`src/cwf_defs.svh`:
```
// Constants for the comparator window filter block
// Assumes inclusion by the filter and synchroniser files of the block
`ifndef CWF_DEFS_SVH
`define CWF_DEFS_SVH
`define CWF_CNT_W 3
`define CWF_PER_W 8
`define CWF_CNT_BYPASS 3'h0
`define CWF_CNT_ONE 3'h1
`define CWF_PER_ZERO 8'h00
`define CWF_SYNC_RST 3'h0
`endif

```
`src/cwf_pkg.sv`:
```
// Types for the comparator window filter block
// Assumes cwf_defs.svh is on the include path
package cwf_pkg;
   typedef enum logic [1:0] {
      CWF_CONT = 2'b00,
      CWF_SAMPLED = 2'b01,
      CWF_WINDOWED = 2'b10,
      CWF_OFF = 2'b11
   } cwf_mode_e;
   typedef logic [2:0] cwf_sync_t;
endpackage

```
`src/cwf_filter.sv`:
```
// Digital post-processing behind the analog comparator
// Assumes raw result, window and sample are pins; software owns config ports
`timescale 1ns/1ps
`include "cwf_defs.svh"
// How it works
// Sampled modes skip window, capture raw value on each filter clock edge
// Filter active when count nonzero and period nonzero, or external in sampled mode
// Windowed: unfiltered output loads while window high, holds when low
// Windowed unfiltered output trails synchronised compare input by at most one cycle
// Windowed resample takes gated value every period cycles; software sets count one
// Windowed filtered latency within one plus count times period plus one
// Wait states change nothing; block keeps running and may wake core
// Stop: enabled flag interrupt wakes chip; pin keeps driving when allowed
// Stop: speed output follows speed select
// Reset out of stop returns everything to reset values
// Low leakage: low speed, only continuous path, pin latched
// Wake from low leakage resets block but keeps edge flags
// Debug halt changes nothing
// Filtered output starts at zero until filter stages fill
// Flags come from synchronised output with edge detection
// Divided clock samples every period bus cycles
// Output changes only after count consecutive agreeing samples
// External off and period zero disables and clears filter
// Software disables filter before changing its parameters
// External mode samples on each rising sample input edge
// Noise restarts the agreement count
// Continuous mode: both outputs follow raw result
// Interrupt while a flag and its allow bit are both set
// Rising flag on 0-to-1, falling flag on 1-to-0 of synced output
module cwf_filter
#(
   parameter int CNT_W = `CWF_CNT_W,
   parameter int PER_W = `CWF_PER_W
)
(
   input wire logic core_clk_i,
   input wire logic rst_i,
   input wire logic ll_wake_rst_i,
   input wire logic enable_i,
   input wire logic window_mode_i,
   input wire logic raw_compare_result_i,
   input wire logic window_gate_i,
   input wire logic sample_in_i,
   input wire logic external_sample_select_i,
   input wire logic [CNT_W-1:0] filter_sample_count_i,
   input wire logic [PER_W-1:0] filter_sample_period_i,
   input wire logic speed_select_i,
   input wire logic low_leakage_i,
   input wire logic output_pin_drive_i,
   input wire logic rising_irq_allow_i,
   input wire logic falling_irq_allow_i,
   input wire logic rising_flag_clr_i,
   input wire logic falling_flag_clr_i,
   output logic unfiltered_compare_out_o,
   output logic filtered_compare_out_o,
   output logic rising_edge_flag_o,
   output logic falling_edge_flag_o,
   output logic irq_o,
   output logic high_speed_o,
   output logic pin_out_o,
   output logic pin_oe_o,
   output cwf_pkg::cwf_mode_e mode_o
);
   import cwf_pkg::*;
   typedef struct packed
   {
      logic unfiltered_compare_out;
      logic filtered_compare_out;
      logic [CNT_W-1:0] agree;
      logic [PER_W-1:0] div;
      logic samp_prev;
      logic sync_prev;
      logic rflag;
      logic fflag;
      logic irq;
      logic hs;
      logic pin;
      logic oe;
      cwf_mode_e mode;
      logic out_c;
   } cwf_state_s;
   cwf_state_s st_ff;
   cwf_state_s nxt_st;
   logic raw_s;
   logic win_s;
   logic samp_s;
   logic filt_on;
   logic tick;
   logic cand;
   logic filtered_compare_out_now;
   logic unfiltered_compare_out_now;

   // Three-stage synchronisers for pin inputs
   cwf_sync u_sync_raw
   (
      .core_clk_i(core_clk_i),
      .rst_i(rst_i),
      .async_i(raw_compare_result_i),
      .sync_o(raw_s)
   );
   cwf_sync u_sync_win
   (
      .core_clk_i(core_clk_i),
      .rst_i(rst_i),
      .async_i(window_gate_i),
      .sync_o(win_s)
   );
   cwf_sync u_sync_smp
   (
      .core_clk_i(core_clk_i),
      .rst_i(rst_i),
      .async_i(sample_in_i),
      .sync_o(samp_s)
   );

   function automatic cwf_mode_e decode_mode(input logic en, input logic we,
      input logic se, input logic [CNT_W-1:0] cnt, input logic [PER_W-1:0] per,
      input logic ll);
      cwf_mode_e m;
      m = CWF_CONT;
      if (!en)
      begin
         m = CWF_OFF;
      end
      else if (ll)
      begin
         m = CWF_CONT;
      end
      else if (we)
      begin
         m = CWF_WINDOWED;
      end
      else if (cnt != CNT_W'(`CWF_CNT_BYPASS) && (se || per != `CWF_PER_ZERO))
      begin
         m = CWF_SAMPLED;
      end
      return m;
   endfunction

   always_comb
   begin
      nxt_st = st_ff;
      nxt_st.mode = decode_mode(enable_i, window_mode_i, external_sample_select_i,
         filter_sample_count_i, filter_sample_period_i, low_leakage_i);
      // Filter runs only off the continuous path; period zero and no external clears it
      filt_on = (st_ff.mode == CWF_SAMPLED) || (st_ff.mode == CWF_WINDOWED
         && filter_sample_count_i != CNT_W'(`CWF_CNT_BYPASS)
         && filter_sample_period_i != `CWF_PER_ZERO);
      tick = 1'b0;
      nxt_st.samp_prev = samp_s;
      if (!filt_on)
      begin
         nxt_st.div = '0;
         nxt_st.agree = '0;
         nxt_st.filtered_compare_out = 1'b0;
      end
      else if (external_sample_select_i && st_ff.mode == CWF_SAMPLED)
      begin
         tick = samp_s && !st_ff.samp_prev;
      end
      else
      begin
         // Divider counts period bus cycles between samples
         if (st_ff.div + PER_W'(1) >= filter_sample_period_i)
         begin
            nxt_st.div = '0;
            tick = 1'b1;
         end
         else
         begin
            nxt_st.div = st_ff.div + PER_W'(1);
         end
      end
      // Window gating loads unfiltered_compare_out only while gate high
      if (st_ff.mode == CWF_WINDOWED)
      begin
         if (win_s)
         begin
            nxt_st.unfiltered_compare_out = raw_s;
         end
      end
      else
      begin
         nxt_st.unfiltered_compare_out = raw_s;
      end
      cand = (st_ff.mode == CWF_WINDOWED) ? st_ff.unfiltered_compare_out : raw_s;
      if (filt_on && tick)
      begin
         if (filter_sample_count_i <= CNT_W'(`CWF_CNT_ONE))
         begin
            nxt_st.filtered_compare_out = cand;
         end
         else if (cand == st_ff.filtered_compare_out)
         begin
            nxt_st.agree = '0;
         end
         else if (st_ff.agree + CNT_W'(1) >= filter_sample_count_i)
         begin
            nxt_st.filtered_compare_out = cand;
            nxt_st.agree = '0;
         end
         else
         begin
            nxt_st.agree = st_ff.agree + CNT_W'(1);
         end
      end
      unfiltered_compare_out_now = (st_ff.mode == CWF_WINDOWED) ? st_ff.unfiltered_compare_out : raw_s;
      case (st_ff.mode)
         CWF_CONT: filtered_compare_out_now = raw_s;
         CWF_OFF: filtered_compare_out_now = 1'b0;
         default: filtered_compare_out_now = filt_on ? st_ff.filtered_compare_out : unfiltered_compare_out_now;
      endcase
      nxt_st.out_c = filtered_compare_out_now;
      nxt_st.unfiltered_compare_out = (st_ff.mode == CWF_OFF) ? 1'b0 : nxt_st.unfiltered_compare_out;
      // Edge detect on registered output; set beats clear
      nxt_st.sync_prev = st_ff.out_c;
      nxt_st.rflag = (st_ff.rflag && !rising_flag_clr_i)
         || (st_ff.out_c && !st_ff.sync_prev);
      nxt_st.fflag = (st_ff.fflag && !falling_flag_clr_i)
         || (!st_ff.out_c && st_ff.sync_prev);
      nxt_st.irq = (nxt_st.rflag && rising_irq_allow_i)
         || (nxt_st.fflag && falling_irq_allow_i);
      nxt_st.hs = speed_select_i && !low_leakage_i;
      nxt_st.oe = output_pin_drive_i;
      if (!low_leakage_i)
      begin
         nxt_st.pin = filtered_compare_out_now;
      end
   end

   always_ff @(posedge core_clk_i)
   begin
      if (rst_i)
      begin
         st_ff <= '0;
         st_ff.mode <= CWF_OFF;
      end
      else if (ll_wake_rst_i)
      begin
         st_ff <= '0;
         st_ff.mode <= CWF_OFF;
         st_ff.rflag <= st_ff.rflag;
         st_ff.fflag <= st_ff.fflag;
         // Kept flags still request service after wake
         st_ff.irq <= (st_ff.rflag && rising_irq_allow_i) || (st_ff.fflag && falling_irq_allow_i);
      end
      else
      begin
         st_ff <= nxt_st;
      end
   end

   assign unfiltered_compare_out_o = st_ff.unfiltered_compare_out;
   assign filtered_compare_out_o = st_ff.out_c;
   assign rising_edge_flag_o = st_ff.rflag;
   assign falling_edge_flag_o = st_ff.fflag;
   assign irq_o = st_ff.irq;
   assign high_speed_o = st_ff.hs;
   assign pin_out_o = st_ff.pin;
   assign pin_oe_o = st_ff.oe;
   assign mode_o = st_ff.mode;

   // Assertions
   AST_IRQ: assert property (@(posedge core_clk_i) disable iff (rst_i || ll_wake_rst_i)
      (nxt_st.rflag && rising_irq_allow_i) |=> irq_o)
      else $error("irq cause lost");

   AST_FIRQ: assert property (@(posedge core_clk_i) disable iff (rst_i || ll_wake_rst_i)
      (nxt_st.fflag && falling_irq_allow_i) |=> irq_o)
      else $error("falling irq cause lost");

   AST_OE: assert property (@(posedge core_clk_i) disable iff (rst_i || ll_wake_rst_i)
      output_pin_drive_i |=> pin_oe_o)
      else $error("pin enable dropped");

   AST_HSPD: assert property (@(posedge core_clk_i) disable iff (rst_i || ll_wake_rst_i)
      (speed_select_i && !low_leakage_i) |=> high_speed_o)
      else $error("high speed not selected");

   AST_CONT: assert property (@(posedge core_clk_i) disable iff (rst_i || ll_wake_rst_i)
      (st_ff.mode == CWF_CONT) |=> filtered_compare_out_o == $past(raw_s))
      else $error("continuous output not following raw");

   AST_CLR: assert property (@(posedge core_clk_i) disable iff (rst_i || ll_wake_rst_i)
      (rising_flag_clr_i && !(st_ff.out_c && !st_ff.sync_prev)) |=> !rising_edge_flag_o)
      else $error("rising flag not cleared");

   AST_FLT0: assert property (@(posedge core_clk_i) disable iff (rst_i || ll_wake_rst_i)
      !filt_on |=> st_ff.filtered_compare_out == 1'b0)
      else $error("filter not restarted at zero");

   // Without a sample edge the filter must not move
   AST_EXT: assert property (@(posedge core_clk_i) disable iff (rst_i || ll_wake_rst_i)
      (filt_on && external_sample_select_i && st_ff.mode == CWF_SAMPLED
      && !(samp_s && !st_ff.samp_prev)) |=> $stable(st_ff.filtered_compare_out))
      else $error("filter moved without sample edge");

   AST_LLMODE: assert property (@(posedge core_clk_i) disable iff (rst_i || ll_wake_rst_i)
      (low_leakage_i && enable_i) |=> mode_o == CWF_CONT)
      else $error("low leakage left continuous path");

   AST_IRQ_TIE: assert property (@(posedge core_clk_i) disable iff (rst_i || ll_wake_rst_i)
      irq_o == ((rising_edge_flag_o && $past(rising_irq_allow_i))
         || (falling_edge_flag_o && $past(falling_irq_allow_i))))
      else $error("irq not tied to flags");
   AST_RISE: assert property (@(posedge core_clk_i) disable iff (rst_i || ll_wake_rst_i)
      (st_ff.out_c && !st_ff.sync_prev) |=> rising_edge_flag_o)
      else $error("rising edge missed");
   AST_FALL: assert property (@(posedge core_clk_i) disable iff (rst_i || ll_wake_rst_i)
      (!st_ff.out_c && st_ff.sync_prev) |=> falling_edge_flag_o)
      else $error("falling edge missed");
   AST_HOLD: assert property (@(posedge core_clk_i) disable iff (rst_i || ll_wake_rst_i)
      (st_ff.mode == CWF_WINDOWED && mode_o == $past(mode_o) && !win_s) |=> $stable(st_ff.unfiltered_compare_out))
      else $error("unfiltered_compare_out moved with gate low");
   AST_LLSPD: assert property (@(posedge core_clk_i) disable iff (rst_i)
      low_leakage_i |=> !high_speed_o)
      else $error("high speed in low leakage");
   AST_PIN: assert property (@(posedge core_clk_i) disable iff (rst_i || ll_wake_rst_i)
      low_leakage_i |=> $stable(pin_out_o))
      else $error("pin moved in low leakage");
   AST_OFF: assert property (@(posedge core_clk_i) disable iff (rst_i || ll_wake_rst_i)
      (!filt_on && st_ff.mode != CWF_CONT) |=> st_ff.agree == '0 && st_ff.div == '0)
      else $error("filter not cleared");
   AST_AGREE: assert property (@(posedge core_clk_i) disable iff (rst_i || ll_wake_rst_i)
      (filt_on && st_ff.mode == $past(st_ff.mode) && $changed(st_ff.filtered_compare_out) && st_ff.filtered_compare_out)
      |-> $past(tick))
      else $error("filter output moved without sample");
endmodule // cwf_filter

```
`src/cwf_sync.sv`:
```
// Three-stage synchroniser for pin inputs
// Assumes one clock; output changes once stages two and three agree
`timescale 1ns/1ps
`include "cwf_defs.svh"
module cwf_sync
(
   input wire logic core_clk_i,
   input wire logic rst_i,
   input wire logic async_i,
   output logic sync_o
);
   import cwf_pkg::*;
   typedef struct packed
   {
      cwf_sync_t stages;
      logic out;
   } cwf_sync_s;
   cwf_sync_s st_ff;
   cwf_sync_s nxt_st;
   always_comb
   begin
      nxt_st = st_ff;
      nxt_st.stages = {st_ff.stages[1:0], async_i};
      // First stage read only by the second
      if (st_ff.stages[1] == st_ff.stages[2])
      begin
         nxt_st.out = st_ff.stages[2];
      end
   end
   always_ff @(posedge core_clk_i)
   begin
      if (rst_i)
      begin
         st_ff <= '0;
      end
      else
      begin
         st_ff <= nxt_st;
      end
   end
   assign sync_o = st_ff.out;
endmodule // cwf_sync
```
`config.mk`:
```
export PLATFORM = sky130hd
export DESIGN_NAME = cwf_filter
export DESIGN_NICKNAME = d
export VERILOG_FILES = /design/src/cwf_pkg.sv /design/src/cwf_filter.sv /design/src/cwf_sync.sv
export VERILOG_INCLUDE_DIRS = /design/src
export SDC_FILE = /design/constraint.sdc
export NUM_CORES = 1
export LEC_CHECK = 0
export BUFFER_PORTS_ARGS = -buffer_cell sky130_fd_sc_hd__buf_2
export CORE_MARGIN = 2
export CORE_UTILIZATION = 48
export CTS_CLUSTER_DIAMETER = 200
export DETAILED_ROUTE_END_ITERATION = 12
export PLACE_DENSITY = 0.74
export SLEW_MARGIN = 10
export SYNTH_ARGS = -nofsm -noshare
export SYNTH_HDL_FRONTEND = slang
export SYNTH_SLANG_ARGS = --single-unit
```
`constraint.sdc`:
```
create_clock -name core_clk_i -period 2.6 [get_ports core_clk_i]
set_clock_uncertainty 0.05 [all_clocks]
set_input_delay 0.78 -clock core_clk_i [delete_from_list [all_inputs] [get_ports core_clk_i]]
set_output_delay 0.78 -clock core_clk_i [all_outputs]
set_load 0.02 [all_outputs]
```
==> After elaboration in Yosys (flattened, before gate mapping) <==
Index checks and enable logic that the tools add are counted.
{ "word_totals": {"in_bits": 27, "out_inout_bits": 10, "romBits": 0, "latchBits": 0, "n_memories": 0, "ff_bits": 36, "ram_bits": 0, "elab_cells": 92} }
{ "classes": {"n_lt_le_gt_ge": 3, "n_mux": 23, "div_mod_pow": 0, "reduce_logical": 34, "n_shift": 0, "eq_ne": 8, "mul": 0, "bitwise_logic": 2, "add_sub_neg": 2} }
{ "ops": {"columns": ["cell", "count"], "rows": [
  ["logical AND 1 bit", 15],
  ["two-way mux 1 bit", 12],
  ["two-way mux 3 bit", 3],
  ["OR reduction 3 bit", 3],
  ["adder 8 x 1 -> 8 bit, second input constant", 1],
  ["greater-or-equal comparator 8 bit", 1],
  ["two-way mux 4 bit", 2],
  ["two-way mux 8 bit", 1],
  ["nonzero test 8 bit", 1],
  ["two-way mux 7 bit", 1],
  ["zero test 1 bit", 6],
  ["logical OR 1 bit", 6],
  ["two-way mux 2 bit", 3],
  ["== test 1 bit", 4],
  ["== test 2 bit, second input constant", 2],
  ["adder 3 x 1 -> 3 bit, second input constant", 1],
  ["greater-or-equal comparator 3 bit", 1],
  ["<= comparator 3 x 1 -> 1 bit, second input constant", 1],
  ["nonzero test 3 bit", 1],
  ["== test 2 x 1 -> 1 bit, second input constant", 1],
  ["zero test 2 bit", 1],
  ["inequality test 2 x 1 -> 1 bit, second input constant", 1],
  ["NOT 1 bit", 2],
  ["case mux 1 bit (2 select lines)", 1],
  ["OR reduction 2 bit", 1]
]} }

==> Depth between registers and ports, before layout <==
{ "logic_depth": {"ltp_word": 9, "ltp_mapped": 11} }

==> By module <==
A second synthesis with hierarchy kept.
{ "unflattened": {"hier_cells": 196, "area_unflattened_um2": 1785.5} }
{ "by_module_without_submodules": {"columns": ["module", "seq_area_each_um2", "area_per_inst_um2", "instances", "cells_each"], "rows": [
  ["cwf_filter", 480.5, 1447.6, 1, 166],
  ["cwf_sync", 80.1, 112.6, 3, 10]
]} }

==> Least setup slack after synthesis <==
Ideal clock, no wire load.
{ "synth_path": {"path_type": "register to register", "start": "register st_ff[11] (netlist name)", "end": "register st_ff[22] (netlist name)", "path_slack_ps": 117, "required_ps": 2416, "t_arrival_ps": 2299, "period_less_slack_ps": 2483, "stages_incl_launch_ff": 11, "path_cell_list": "dfxtp_1 -> and3_1 -> nand2_1 -> and2_1 -> or2_2 -> ha_1 -> nand4_1 -> o31a_2 -> buf_6 -> o311ai_0 -> o31ai_1"} }
{ "synth_via": {"elab_chain_len": 7} }
{ "synth_lines": {"columns": ["element", "line", "rtl"], "rows": [
  ["start, declared", "cwf_filter.sv:82", "cwf_state_s st_ff;"],
  ["start signal, assigned", "cwf_filter.sv:249", "st_ff <= nxt_st;"],
  ["adder 8 x 1 -> 8 bit", "cwf_filter.sv:164", "if (st_ff.div + PER_W'(1) >= filter_sample_period_i)"],
  ["greater-or-equal comparator 8 bit", "cwf_filter.sv:164", null],
  ["two-way mux 1 bit", "cwf_filter.sv:164", null],
  ["two-way mux 1 bit", "cwf_filter.sv:157", "else if (external_sample_select_i && st_ff.mode == CWF_SAMPLED)"],
  ["two-way mux 1 bit", "cwf_filter.sv:151", "if (!filt_on)"],
  ["logical AND 1 bit", "cwf_filter.sv:187", "if (filt_on && tick)"],
  ["two-way mux 4 bit", "cwf_filter.sv:187", null]
]} }
Every way passes these cells.
A chain may end at the register's enable or synchronous reset.

==> Final worst setup path <==
{ "layout_path": {"start": "register st_ff[12] (netlist name)", "end": "register st_ff[22] (netlist name)"} }
The elaborated chain is that of the path after synthesis.

==> impl_metrics.csv <==
group,metric,value,unit
critical_path,critical-path-top-delay-family,"simple AND/OR/NAND/NOR gates",
layout,layout.nets,301,
sta,period_share,0.972,
routing,dr.pass1.iters,4,
die,design.core.area,3690,sq um
critical_path,crit_end,"st_ff[22]",
global_routing,grt_max_degree,18,
synthesis,yosys-top-cells-count,"dfxtp_1, ha_1, inv_1, nor2_1, nand2_1",
sta,fmax,396,MHz
sta,tns,0,ns
critical_path,critPathMaxFanout,5,
die,dieArea,4390,sq um
sta,fin_crit,2.53,ns
min_path,worstHoldPathType,"flop to flop",
synthesis,yosysTopAreaCell,"dfxtp_1",
synthesis,synthFlopType,"dfxtp_1",
job,cap_violations,0,
clock_network,cts_tree,"done",
critical_path,worstPathRequired,2.75,ns
clock_network,root_buffer,"clkbuf_8",
routing,vias,1551,
critical_path,crit_start,"st_ff[12]",
place,dp_cells,293,
place,gp_congestion,0.787,
sta,relSlewSlack,0.655,
synthesis,synth_seq_cells,36,
clock_network,clock_sinks,36,
layout,drive_gt1_frac,0.318,
synthesis,synth_cells,203,
die,fp.dieW,66.3,um
routing,drtAntennaViolNets,0,
routing,drc,0,
power,power.density,453,nW/um^2
routing,met3WireLength,207,um
synthesis,yosysWarnings,0,
place,place_ws,-0.0318,ns
place,port_buffers,36,
clock_network,worstSkewPairLatency,0.28,ns
die,dieHeight,66.3,um
critical_path,r2r_end,"st_ff[22]",
synthesis,synth-async-reset-ratio,0,
layout,fin_cells,306,
global_routing,grt_pass1_vias,1413,
power,power.leakage,1.05,nW
place,post-dp-hpwl,2780,um
global_routing,antenna_found_initial,0,
critical_path,crit_type,"flop to flop",
die,io_pins,37,
sta,setup_viol,0,
routing,drt_iter0_drc,80,
power,ir_drop,0.000291,V
clock_network,h-tree-depth,2,
global_routing,grt_pass1_wl,6200,um
sta,slew_viol_final,0,
clock_network,path_clk_slew,0.07,ns
synthesis,seq_area_frac_synth,0.387,
die,std_cell_rows,22,
clock_network,cts-buffers-inserted,5,
synthesis,synth.area.top_cells,"dfxtp_1, ha_1, mux2i_1",
sta,worst_pin_slew,0.513,ns
routing,maxUsedRoutingLayer,"met4",
synthesis,syn_area,1860,sq um
critical_path,crit_chain,"and3_4 -> nand2_1 -> and2_1 -> or2_4 -> ha_4 -> nand4_1 -> o31a_4 -> or3_4 -> o31ai_2",
global_routing,track_usage,0.188,
critical_path,crit_path_start_kind,"flop",
routing,wl,3770,um
critical_path,worst-path-stages,9,
min_path,whs_path_depth,1,
layout,n_antenna_cell,0,
sta,fin_ws,0.0740,ns
critical_path,rrSetupSlack,0.07,ns
clock_network,cts_buffer_depth,2,
outcome,outcome,"complete, no violations",
critical_path,cp_data_arrival_time,2.67,ns
global_routing,grt-ovfl-total,0,
synthesis,syn-num-nets,247,
sta,hold_viol,0,
synthesis,synth-edff-count,0,
die,start_util,0.504,
synthesis,yosys.cell_count.top_type,"dfxtp_1",
routing,via_per_inst,5.07,
critical_path,reg2reg_depth,9,
routing,wl_met2,1670,um
layout,area_growth,25.6,%
critical_path,rr_startpoint,"st_ff[12]",
critical_path,cpMaxStageDelayCell,"or3_4",
routing,wl_met1,1850,um
layout,final_util,0.633,
critical_path,path_buf_inv,0,
routing,wl_per_cell,12.3,um
critical_path,critPathCaptureType,"flop",
synthesis,ys_types,44,
synthesis,synth.top_cell.area_share,0.387,
critical_path,max_stage_delay,0.40,ns
synthesis,avgSynthCellArea,9.17,sq um
-- per-stage QoR --
step / instance area [sq um] / power [W] / hold WS (ns)
after floorplan: 1860 / 0.000627 / 0.364
after global routing: 2340 / 0.00111 / 0.409
after detailed placement: 2140 / 0.000667 / 0.379
final: 2340 / 0.00106 / 0.394
after global placement: 2140 / 0.000664 / 0.365
after CTS: 2240 / 0.00106 / 0.399
-- cells in the final DEF (no fill, tap or decap), types with 2 or more instances in the layout --
cell type	netlist	final
nand4_1	2	2
ha_1	17	15
inv_1	16	16
nor3b_1	2	2
buf_4	2	15
mux2i_1	6	6
nor4_1	2	2
and2_1	5	4
nand2_1	14	14
nor2b_1	9	9
xnor2_1	4	4
nand3_1	5	4
buf_2	0	36
nor2_1	16	15
clkbuf_8	0	6
nand2b_1	4	4
a22oi_1	7	7
a21oi_1	11	11
xor2_1	3	2
nor3_1	2	2
o21a_1	2	2
nand3b_1	2	2
and2_4	1	2
o21ai_0	11	11
dfxtp_1	36	33
clkinv_2	0	2
dfxtp_2	0	3
-- worst reg2reg max path: stages (launching register included) --
cell	delay [ns]
dfxtp_2	0.35
and3_4	0.18
nand2_1	0.07
and2_1	0.18
or2_4	0.26
ha_4	0.27
nand4_1	0.12
o31a_4	0.35
or3_4	0.40
o31ai_2	0.23
-- routing by layer --
metal  GRT usage  vias up
li1            -      810
met1       0.257      701
met2       0.281       35
met3      0.0613        5
met4      0.0536        0
met5           0        -
-- worst min path at each step --
stage	from	to	slack, ns
after floorplan	u_sync_raw.nxt_st[2]	u_sync_raw.nxt_st[3]	0.36
after global placement	u_sync_win.nxt_st[2]	u_sync_win.nxt_st[3]	0.37
after detailed placement	u_sync_win.nxt_st[2]	u_sync_win.nxt_st[3]	0.38
after CTS	u_sync_raw.nxt_st[2]	u_sync_raw.nxt_st[3]	0.40
after global routing	u_sync_win.nxt_st[2]	u_sync_win.nxt_st[3]	0.41
final	u_sync_raw.nxt_st[2]	u_sync_raw.nxt_st[3]	0.39
-- power by group --
| group | leakage [nW] | total [W] | internal (W) | switching [W] |
|---|---|---|---|---|
| clock | 0.0510 | 0.000399 | 0.000211 | 0.000188 |
| combinational | 0.701 | 0.0000938 | 0.0000428 | 0.0000510 |
| sequential | 0.294 | 0.000565 | 0.000561 | 0.00000422 |
-- registers in the layout (all words and copies together), names as in the netlist --
| name | count |
|---|---|
| u_sync_raw.st_ff | 1 |
| filtered_compare_out_o | 1 |
| u_sync_win.nxt_st | 2 |
| u_sync_smp.st_ff | 1 |
| pin_out_o | 1 |
| falling_edge_flag_o | 1 |
| u_sync_raw.nxt_st | 2 |
| unfiltered_compare_out_o | 1 |
| u_sync_raw.sync_o | 1 |
| u_sync_win.sync_o | 1 |
| st_ff | 14 |
| u_sync_smp.sync_o | 1 |
| u_sync_smp.nxt_st | 2 |
| u_sync_win.st_ff | 1 |
| high_speed_o | 1 |
| rising_edge_flag_o | 1 |
| pin_oe_o | 1 |
| irq_o | 1 |
| mode_o | 2 |
-- repair_timing --
action / in CTS / in global routing
setup buffers: 0 / 4
setup endpoints to repair: 5 / 12
hold endpoints to repair: 0 / 0
hold buffers: 0 / 0
cloned: 0 / 1
pin swaps: 0 / 7
resized for setup: 1 / 13
-- final cells by class --
class	count	area [sq um]
Timing Repair Buffer	51	293
Fill cell	331	1350
Inverter	16	60.1
Sequential cell	36	724
Clock inverter	2	10.0
Tap cell	48	60.1
Multi-Input combinational cell	147	1110
Clock buffer	6	82.6
-- logic make-up (layout without fill, tap and decap cells) --
kind of cell / count (synthesis) / count (layout) / synth area share
buf+inv: 21 / 75 / 0.0545
simple gates: 71 / 71 / 0.204
flops: 36 / 36 / 0.387
mux: 7 / 7 / 0.0383
compound gates: 44 / 45 / 0.168
fa+ha+maj: 17 / 17 / 0.114
xor+xnor: 7 / 7 / 0.0330
Note: power is estimated with default switching activity, not from simulation.
